===== config.mk =====
export PLATFORM = sky130hd
export DESIGN_NAME = cisb_core
export DESIGN_NICKNAME = d
export VERILOG_FILES = /design/src/logic/cisb_pkg.sv /design/src/logic/cisb_core.sv
export SDC_FILE = /design/constraint.sdc
export NUM_CORES = 1
export LEC_CHECK = 0
export BUFFER_PORTS_ARGS = -buffer_cell sky130_fd_sc_hd__buf_4
export CAP_MARGIN = 10
export CORE_ASPECT_RATIO = 0.7
export CORE_MARGIN = 1
export CORE_UTILIZATION = 50
export DETAILED_ROUTE_END_ITERATION = 10
export PLACE_DENSITY = 0.89
export SLEW_MARGIN = 15
export SYNTH_ARGS = -nofsm -noshare
export SYNTH_HDL_FRONTEND = slang
export SYNTH_SLANG_ARGS = --single-unit

===== constraint.sdc =====
create_clock -name i_mclk -period 3.8 [get_ports i_mclk]
set_input_delay 0.57 -clock i_mclk [delete_from_list [all_inputs] [get_ports i_mclk]]
set_output_delay 0.57 -clock i_mclk [all_outputs]
set_load 0.01 [all_outputs]

===== src/logic/cisb_pkg.sv =====
// Purpose: shared constants for the interrupt and serial bit unit
// Assumes: 50 MHz i_mclk, Avalon-MM register access
// Notes:   offsets are byte addresses of 32-bit words
package cisb_pkg;
   // ------------------------------------------------------------
   // register map
   // ------------------------------------------------------------
   localparam logic [3:0] OFF_CMD    = 4'h0;
   localparam logic [3:0] OFF_RDMASK = 4'h4;
   localparam logic [3:0] OFF_SVC    = 4'h8;
   localparam logic [3:0] OFF_BUS    = 4'hc;
   // ------------------------------------------------------------
   // command word fields (OFF_CMD)
   // ------------------------------------------------------------
   localparam int CMD_IRQ_ON_BIT   = 8;
   localparam int CMD_IRQ_OFF_BIT  = 9;
   localparam int CMD_SET_MASK_BIT = 10;
   localparam int CMD_SVC_BIT      = 11;
   // ------------------------------------------------------------
   // set-mask operand fields
   // ------------------------------------------------------------
   localparam int OPR_MASK_EN_BIT  = 3;
   localparam int OPR_EDGE_CLR_BIT = 4;
   localparam int OPR_SOUT_EN_BIT  = 6;
   localparam int OPR_SOUT_BIT     = 7;
   // ------------------------------------------------------------
   // restart vectors and reset values
   // ------------------------------------------------------------
   localparam logic [7:0] VEC_NMI  = 8'h24;
   localparam logic [7:0] VEC_EDGE = 8'h3c;
   localparam logic [7:0] VEC_LVLB = 8'h34;
   localparam logic [7:0] VEC_LVLA = 8'h2c;
   localparam logic [7:0] VEC_NONE = 8'h00;
   localparam logic [2:0] RST_MASK = 3'h7;
   localparam int         CLK_DIV  = 2;
   typedef enum logic [2:0] {
      CISB_SRC_NONE = 3'b000,
      CISB_SRC_NMI  = 3'b001,
      CISB_SRC_EDGE = 3'b010,
      CISB_SRC_LVLB = 3'b011,
      CISB_SRC_LVLA = 3'b100,
      CISB_SRC_EXT  = 3'b101
   } cisb_src_e;
endpackage


===== src/logic/cisb_core.sv =====
// Purpose: interrupt recognition, restart vectoring and serial bit i/o
// Assumes: inputs synchronous to i_mclk; core clock is i_mclk/2 enable
// Notes:   software acts as the processor core through the register bus
//
// Local design decisions: the Avalon-MM interface to the registers and the register addresses.
`timescale 1ns/1ps
module cisb_core (
   input  wire logic        i_mclk,
   input  wire logic        i_rst_n,
   input  wire logic        i_ce,
   input  wire logic [3:0]  i_avs_address,
   input  wire logic        i_avs_read,
   input  wire logic        i_avs_write,
   input  wire logic [31:0] i_avs_writedata,
   output logic      [31:0] o_avs_readdata,
   output logic             o_avs_waitrequest,
   input  wire logic        i_ext_vector_req,
   input  wire logic        i_lvl_req_a,
   input  wire logic        i_lvl_req_b,
   input  wire logic        i_edge_req_c,
   input  wire logic        i_nonmask_req,
   input  wire logic        i_serial_in_pin,
   input  wire logic        i_ready,
   input  wire logic        i_hold,
   output logic             o_serial_out_pin,
   output logic             o_ext_vector_ack,
   output logic             o_irq_pending,
   output logic      [7:0]  o_irq_vector,
   output logic             o_bus_float,
   output logic             o_cycle_stall,
   output logic             o_core_tick
);
   // ------------------------------------------------------------
   // internal clock enable and input capture
   // ------------------------------------------------------------
   logic       tick_reg;
   logic [4:0] req_reg;
   logic       hold_reg;
   logic       sin_reg;
   logic       rdy_reg;
   logic       edge_prev_reg;
   logic       nmi_prev_reg;

   always_ff @(posedge i_mclk or negedge i_rst_n) begin
      if (!i_rst_n) begin
         tick_reg <= 1'b0;
      end else if (i_ce) begin
         tick_reg <= ~tick_reg;
      end
   end

   wire logic tick = i_ce & tick_reg;

   // inputs taken only on internal clock ticks
   always_ff @(posedge i_mclk or negedge i_rst_n) begin
      if (!i_rst_n) begin
         req_reg       <= 5'h00;
         hold_reg      <= 1'b0;
         sin_reg       <= 1'b0;
         rdy_reg       <= 1'b1;
         edge_prev_reg <= 1'b0;
         nmi_prev_reg  <= 1'b0;
      end else if (tick) begin
         req_reg       <= {i_nonmask_req, i_edge_req_c, i_lvl_req_b,
                           i_lvl_req_a, i_ext_vector_req};
         hold_reg      <= i_hold;
         sin_reg       <= i_serial_in_pin;
         rdy_reg       <= i_ready;
         edge_prev_reg <= req_reg[3];
         nmi_prev_reg  <= req_reg[4];
      end
   end

   // ------------------------------------------------------------
   // software access decode
   // ------------------------------------------------------------
   // side effects only on the accepting edge, so a held request acts once
   logic            wait_done_reg;
   wire logic       wr_cmd       = i_ce & i_avs_write & wait_done_reg &
                                   (i_avs_address == cisb_pkg::OFF_CMD);
   wire logic [7:0] acc          = i_avs_writedata[7:0];
   wire logic       do_irq_on    = wr_cmd & i_avs_writedata[cisb_pkg::CMD_IRQ_ON_BIT];
   wire logic       do_irq_off   = wr_cmd & i_avs_writedata[cisb_pkg::CMD_IRQ_OFF_BIT];
   wire logic       do_set_mask  = wr_cmd & i_avs_writedata[cisb_pkg::CMD_SET_MASK_BIT];
   wire logic       do_svc       = wr_cmd & i_avs_writedata[cisb_pkg::CMD_SVC_BIT];
   wire logic       do_read_mask = i_ce & i_avs_read & wait_done_reg &
                                   (i_avs_address == cisb_pkg::OFF_RDMASK);

   // ------------------------------------------------------------
   // masks, enable, latches
   // ------------------------------------------------------------
   logic [2:0] mask_reg;
   logic       ie_reg;
   logic       ie_saved_reg;
   logic       ie_saved_vld_reg;
   logic       edge_latch_reg;
   logic       nmi_armed_reg;
   logic       nmi_latch_reg;
   logic       sout_reg;
   cisb_pkg::cisb_src_e src;
   cisb_pkg::cisb_src_e svc_src_reg;

   always_ff @(posedge i_mclk or negedge i_rst_n) begin
      if (!i_rst_n) begin
         mask_reg <= cisb_pkg::RST_MASK;
      end else if (do_set_mask && acc[cisb_pkg::OPR_MASK_EN_BIT]) begin
         mask_reg <= acc[2:0];
      end
   end

   always_ff @(posedge i_mclk or negedge i_rst_n) begin
      if (!i_rst_n) begin
         sout_reg <= 1'b0;
      end else if (do_set_mask && acc[cisb_pkg::OPR_SOUT_EN_BIT]) begin
         sout_reg <= acc[cisb_pkg::OPR_SOUT_BIT];
      end
   end

   wire logic edge_rise = tick & req_reg[3] & ~edge_prev_reg;
   wire logic nmi_rise  = tick & req_reg[4] & ~nmi_prev_reg;

   // set wins over every clear
   always_ff @(posedge i_mclk or negedge i_rst_n) begin
      if (!i_rst_n) begin
         edge_latch_reg <= 1'b0;
      end else if (edge_rise) begin
         edge_latch_reg <= 1'b1;
      end else if (do_svc && src == cisb_pkg::CISB_SRC_EDGE) begin
         edge_latch_reg <= 1'b0;
      end else if (do_set_mask && acc[cisb_pkg::OPR_EDGE_CLR_BIT]) begin
         edge_latch_reg <= 1'b0;
      end
   end

   // nmi must fall before it can be recognised again
   always_ff @(posedge i_mclk or negedge i_rst_n) begin
      if (!i_rst_n) begin
         nmi_latch_reg <= 1'b0;
         nmi_armed_reg <= 1'b1;
      end else begin
         if (tick && !req_reg[4]) begin
            nmi_armed_reg <= 1'b1;
         end else if (do_svc && src == cisb_pkg::CISB_SRC_NMI) begin
            nmi_armed_reg <= 1'b0;
         end
         if (nmi_rise && nmi_armed_reg) begin
            nmi_latch_reg <= 1'b1;
         end else if ((do_svc && src == cisb_pkg::CISB_SRC_NMI) || (tick && !req_reg[4])) begin
            nmi_latch_reg <= 1'b0;
         end
      end
   end

   always_ff @(posedge i_mclk or negedge i_rst_n) begin
      if (!i_rst_n) begin
         ie_reg <= 1'b0;
      end else if (do_svc && src != cisb_pkg::CISB_SRC_NONE) begin
         ie_reg <= 1'b0;
      end else if (do_irq_on) begin
         ie_reg <= 1'b1;
      end else if (do_irq_off) begin
         ie_reg <= 1'b0;
      end
   end

   always_ff @(posedge i_mclk or negedge i_rst_n) begin
      if (!i_rst_n) begin
         ie_saved_reg     <= 1'b0;
         ie_saved_vld_reg <= 1'b0;
      end else if (do_svc && src == cisb_pkg::CISB_SRC_NMI) begin
         ie_saved_reg     <= ie_reg;
         ie_saved_vld_reg <= 1'b1;
      end else if (do_svc && src != cisb_pkg::CISB_SRC_NONE) begin
         ie_saved_vld_reg <= 1'b0;
      end else if (do_read_mask) begin
         ie_saved_vld_reg <= 1'b0;
      end
   end

   // ------------------------------------------------------------
   // priority select
   // ------------------------------------------------------------
   wire logic en_a = ie_reg & ~mask_reg[0] & req_reg[1];
   wire logic en_b = ie_reg & ~mask_reg[1] & req_reg[2];
   wire logic en_c = ie_reg & ~mask_reg[2] & edge_latch_reg;
   wire logic en_x = ie_reg & req_reg[0];

   always_comb begin
      if (nmi_latch_reg) begin
         src = cisb_pkg::CISB_SRC_NMI;
      end else if (en_c) begin
         src = cisb_pkg::CISB_SRC_EDGE;
      end else if (en_b) begin
         src = cisb_pkg::CISB_SRC_LVLB;
      end else if (en_a) begin
         src = cisb_pkg::CISB_SRC_LVLA;
      end else if (en_x) begin
         src = cisb_pkg::CISB_SRC_EXT;
      end else begin
         src = cisb_pkg::CISB_SRC_NONE;
      end
   end

   // ------------------------------------------------------------
   // service: vector and ack cycle
   // ------------------------------------------------------------
   logic [7:0] vec_reg;
   logic       ack_reg;
   logic [7:0] ext_op;

   always_comb begin
      ext_op = {2'b11, acc[5:3], 3'b111}; // restart opcode shape
   end

   always_ff @(posedge i_mclk or negedge i_rst_n) begin
      if (!i_rst_n) begin
         vec_reg     <= cisb_pkg::VEC_NONE;
         ack_reg     <= 1'b0;
         svc_src_reg <= cisb_pkg::CISB_SRC_NONE;
      end else if (i_ce) begin
         ack_reg <= do_svc && src == cisb_pkg::CISB_SRC_EXT;
         if (do_svc) begin
            svc_src_reg <= src;
            unique case (src)
               cisb_pkg::CISB_SRC_NMI:  vec_reg <= cisb_pkg::VEC_NMI;
               cisb_pkg::CISB_SRC_EDGE: vec_reg <= cisb_pkg::VEC_EDGE;
               cisb_pkg::CISB_SRC_LVLB: vec_reg <= cisb_pkg::VEC_LVLB;
               cisb_pkg::CISB_SRC_LVLA: vec_reg <= cisb_pkg::VEC_LVLA;
               cisb_pkg::CISB_SRC_EXT:  vec_reg <= {2'b00, ext_op[5:3], 3'b000};
               default:                 vec_reg <= cisb_pkg::VEC_NONE;
            endcase
         end
      end
   end

   // ------------------------------------------------------------
   // bus hold and wait
   // ------------------------------------------------------------
   logic float_reg;

   always_ff @(posedge i_mclk or negedge i_rst_n) begin
      if (!i_rst_n) begin
         float_reg <= 1'b0;
      end else if (tick) begin
         float_reg <= hold_reg & rdy_reg; // only between cycles
      end
   end

   // ------------------------------------------------------------
   // avalon slave: one wait cycle on every access
   // ------------------------------------------------------------
   logic [7:0] read_mask_val;

   always_comb begin
      read_mask_val = {sin_reg, edge_latch_reg, req_reg[2], req_reg[1],
                 (ie_saved_vld_reg ? ie_saved_reg : ie_reg), mask_reg};
   end

   always_ff @(posedge i_mclk or negedge i_rst_n) begin
      if (!i_rst_n) begin
         wait_done_reg <= 1'b0;
      end else if (i_ce) begin
         wait_done_reg <= (i_avs_read | i_avs_write) & ~wait_done_reg;
      end
   end

   assign o_avs_waitrequest = (i_avs_read | i_avs_write) & ~wait_done_reg;

   always_ff @(posedge i_mclk or negedge i_rst_n) begin
      if (!i_rst_n) begin
         o_avs_readdata <= 32'h0000_0000;
      end else if (i_ce && i_avs_read && !wait_done_reg) begin
         unique case (i_avs_address)
            cisb_pkg::OFF_RDMASK: o_avs_readdata <= {24'h000000, read_mask_val};
            cisb_pkg::OFF_SVC:    o_avs_readdata <= {21'h000000, svc_src_reg, vec_reg};
            cisb_pkg::OFF_BUS:    o_avs_readdata <= {29'h00000000, rdy_reg, float_reg,
                                                     src != cisb_pkg::CISB_SRC_NONE};
            default:              o_avs_readdata <= 32'h0000_0000;
         endcase
      end
   end

   assign o_serial_out_pin = sout_reg;
   assign o_ext_vector_ack = ack_reg;
   assign o_irq_pending    = src != cisb_pkg::CISB_SRC_NONE;
   assign o_irq_vector     = vec_reg;
   assign o_bus_float      = float_reg;
   assign o_cycle_stall    = ~rdy_reg;
   assign o_core_tick      = tick;
endmodule


==> run_results.csv <==
group,metric,value,unit
floorplanning,fp.dieW,79.0,um
finish,antenna_cells,0,
worst_hold_path,hold_path_class,"input pin to async pin",
synthesis,synth_mux_area_share,9.71,%
sta,finalMaxSlewViolations,0,
clock_network,clkLatencyLatePin,0.29,ns
power_and_ir_drop,power_frac_seq,49.8,%
placed_design,port_buffers,50,
worst_setup_path,crit_arrival,1.56,ns
synthesis,synth_compound_area_share,12.9,%
detailed_routing,vias,1595,
flow_run,drv_cap,0,
worst_setup_path,cp-start-kind,"register",
floorplanning,die_area,4410,um^2
clock_network,hold_buffers,0,
worst_setup_path,cp.required,3.23,ns
clock_network,ctsLongestPathBuffers,2,
synthesis,ys_warn_count,0,
power_and_ir_drop,p_int,0.000852,W
finish,final_cell_mix,"50 x buf_4, 37 x dfrtp_1, 25 x conb_1",
synthesis,synth_top_family_by_area,"simple AND/OR/NAND/NOR gates",
synthesis,syn_inst,195,
power_and_ir_drop,comb_power_share,28.4,%
clock_network,clk_pin_slew_worst_paths,0.08,ns
worst_setup_path,cp_slowest_cell,"dfstp_2",
placed_design,gp_congestion,0.816,
worst_setup_path,critPathMaxStageDelay,0.56,ns
global_route,gr-total-overflow,0,
synthesis,synth-simple-area-share,14.9,%
finish,nets,294,
sta,layout_setup_ws,1.67,ns
synthesis,yosysSeqAreaShare,51.0,%
finish,multiInputGateArea,881,um^2
placed_design,dpl.hpwl,3320,um
global_route,grt_pass1_vias,1504,
detailed_routing,drt_iter0_drc,129,
sta,tightest_slew,0.539,ns
floorplanning,coreArea,3950,um^2
finish,final_common_cell,"buf_4",
sta,hold_violations,0,
detailed_routing,vias_per_cell,5.35,
synthesis,synth.cell_area,2070,um^2
clock_network,ctsResizeCount,0,
sta,setup_viol_count_final,0,
floorplanning,row_count,19,
finish,syn2layout_area_growth,19.2,%
sta,relSlewSlack,63.8,%
sta,skew,0.00694,ns
finish,fillers,344,
sta,fmax,0.470,GHz
finish,layout.cell_area.non_filler,2470,um^2
clock_network,tritoncts,"yes",
detailed_routing,first_pass_iters,4,
global_route,grt_pass1_wl,7210,um
global_route,grt_max_degree,43,
run_status,status,"finished, final reports clean",
clock_network,cts_inserted_buffers,5,
worst_setup_path,worstSetupPathDepth,4,
synthesis,postSynthAreaPerCell,10.6,um^2
synthesis,synth_fa_ha_area_share,0,%
clock_network,cts_setup_buffers,0,
global_route,grt_antenna_before_repair,0,
detailed_routing,drc,0,
worst_setup_path,worst-path-buf-inv,2,
placed_design,place_area,2390,um^2
clock_network,clock-sinks,42,
power_and_ir_drop,switching_share,32.8,%
worst_setup_path,cp_cell_sequence,"nand2b_1, a41o_1, inv_1, buf_4",
worst_setup_path,cp-startpoint,"mask_reg[2]$_DFFE_PN1P_",
worst_setup_path,path_class,"register to primary output",
global_route,grt.total_usage,22.0,%
synthesis,yosysUniqueCellTypes,37,
clock_network,cts_root_buffer,"clkbuf_8",
finish,drive_above_1_share,32.9,%
floorplanning,start_util,52.6,%
detailed_routing,totalWireLength,4340,um
synthesis,synth_xor_area_share,0.422,%
power_and_ir_drop,p_sw,0.000416,W
power_and_ir_drop,p_leak,1.19,nW
detailed_routing,ant_nets,0,
sta,finalCritPeriodShare,56.0,%
worst_setup_path,cp_top_family,"flip-flops",
finish,largest_register_ffs,11,
floorplanning,dieHeight,55.9,um
floorplanning,ioPinCount,96,
worst_setup_path,worst-path-max-fanout,6,
worst_setup_path,endpoint_kind,"primary output",
sta,rsz0062_at_grt,"no",
clock_network,cts-htree-levels,2,
worst_setup_path,ff2ff_path_depth,4,
worst_setup_path,worstReg2RegStart,"wait_done_reg$_DFFE_PN0P_",
detailed_routing,wl_per_cell,14.6,um
sta,fin_tns_setup,0,ns
sta,finalCriticalPeriod,2.13,ns
finish,regArea,1060,um^2
synthesis,synth-seq-cells,42,
power_and_ir_drop,clockPowerShare,21.8,%
power_and_ir_drop,ir_worst_vdd,291,uV
power_and_ir_drop,powerDensity,513,nW/um^2
placed_design,place_ws,1.72,ns
-- power by group through the flow --
stage,Clock [W],Sequential (W),Combinational (W)
5_1_grt,0.000303,0.000646,0.000400
3_5_place_dp,0,0.000638,0.000359
2_1_floorplan,0,0.000608,0.000260
3_3_place_gp,0,0.000635,0.000344
6_report,0.000276,0.000632,0.000360
4_1_cts,0.000280,0.000630,0.000361
-- cell families (layout without fill, tap and decap cells) --
| kind of cell | count (synthesis) | in the layout |
|---|---|---|
| multiplexers | 18 | 18 |
| flip-flops | 42 | 42 |
| XOR/XNOR | 1 | 1 |
| AND/OR/NAND/NOR | 59 | 59 |
| AO/OA/AOI/OAI | 39 | 39 |
| other | 1 | 25 |
| buffers and inverters | 35 | 62 |
-- cells in the mapped netlist --
library cell	instances	area [um^2]
dfrtp_1	37	926
buf_4	25	188
nand2_1	18	67.6
mux2_2	17	191
o21ai_0	13	65.1
nor2_1	11	41.3
nand2b_1	7	43.8
clkbuf_1	5	18.8
dfstp_2	5	131
nand3_1	5	25.0
a21oi_1	4	20.0
a22o_1	4	35.0
a22oi_1	4	30.0
a32o_1	4	40.0
inv_1	4	15.0
nor2b_1	4	25.0
a31oi_1	3	18.8
nor3_1	2	10.0
nor3b_1	2	15.0
o31ai_1	2	15.0
o41ai_1	2	17.5
or3_1	2	12.5
a21o_1	1	7.51
a31o_1	1	8.76
a41o_1	1	10.0
and2_1	1	6.26
and3_2	1	7.51
and4bb_1	1	12.5
and4bb_2	1	12.5
buf_2	1	5.00
conb_1	1	3.75
mux2i_1	1	10.0
nand2_2	1	6.26
nand3_2	1	10.0
nand3b_1	1	7.51
nand4_1	1	6.26
xor2_1	1	8.76
-- routing by layer --
metal / track usage (%) / share of wire (%) / vias to the layer above
li1: - / - / 739
met1: 30.5 / 45 / 763
met2: 32.8 / 44 / 81
met3: 6.23 / 8.4 / 12
met4: 8.57 / 1.9 / 0
met5: 0 / 0 / -
-- path summary, 6_finish.rpt --
kind,to,slack [ns]
hold reg to reg,tick_reg$_DFFE_PN0P_,0.48
hold / removal,o_avs_readdata[2]$_DFFE_PN0P_,0.24
setup / recovery,o_irq_pending,1.67
min in group i_mclk,tick_reg$_DFFE_PN0P_,0.48
max in group asynchronous,mask_reg[0]$_DFFE_PN1P_,3.18
setup reg to reg,o_avs_readdata[10]$_DFFE_PN0P_,1.96
-- final cells by class --
| cell class | instances | area share, % |
|---|---|---|
| clock buffer | 8 | 3.24 |
| inverter | 4 | 0.607 |
| multi-input combinational | 142 | 35.6 |
| sequential | 42 | 42.7 |
| tap | 52 | 2.63 |
| timing repair buffer | 50 | 15.2 |
-- through the flow --
stage | std cells | hold WS (ns) | utilization (%) | power (W)
2_1_floorplan | 219 | 0.274 | - | 0.000869
3_3_place_gp | 290 | 0.454 | 60.7 | 0.000979
3_5_place_dp | 290 | 0.456 | 60.7 | 0.000997
4_1_cts | 298 | 0.266 | 62.7 | 0.00127
5_1_grt | 298 | 0.284 | 62.7 | 0.00135
6_report | 298 | 0.239 | 62.7 | 0.00127
Power figures use the tool's default switching activity.
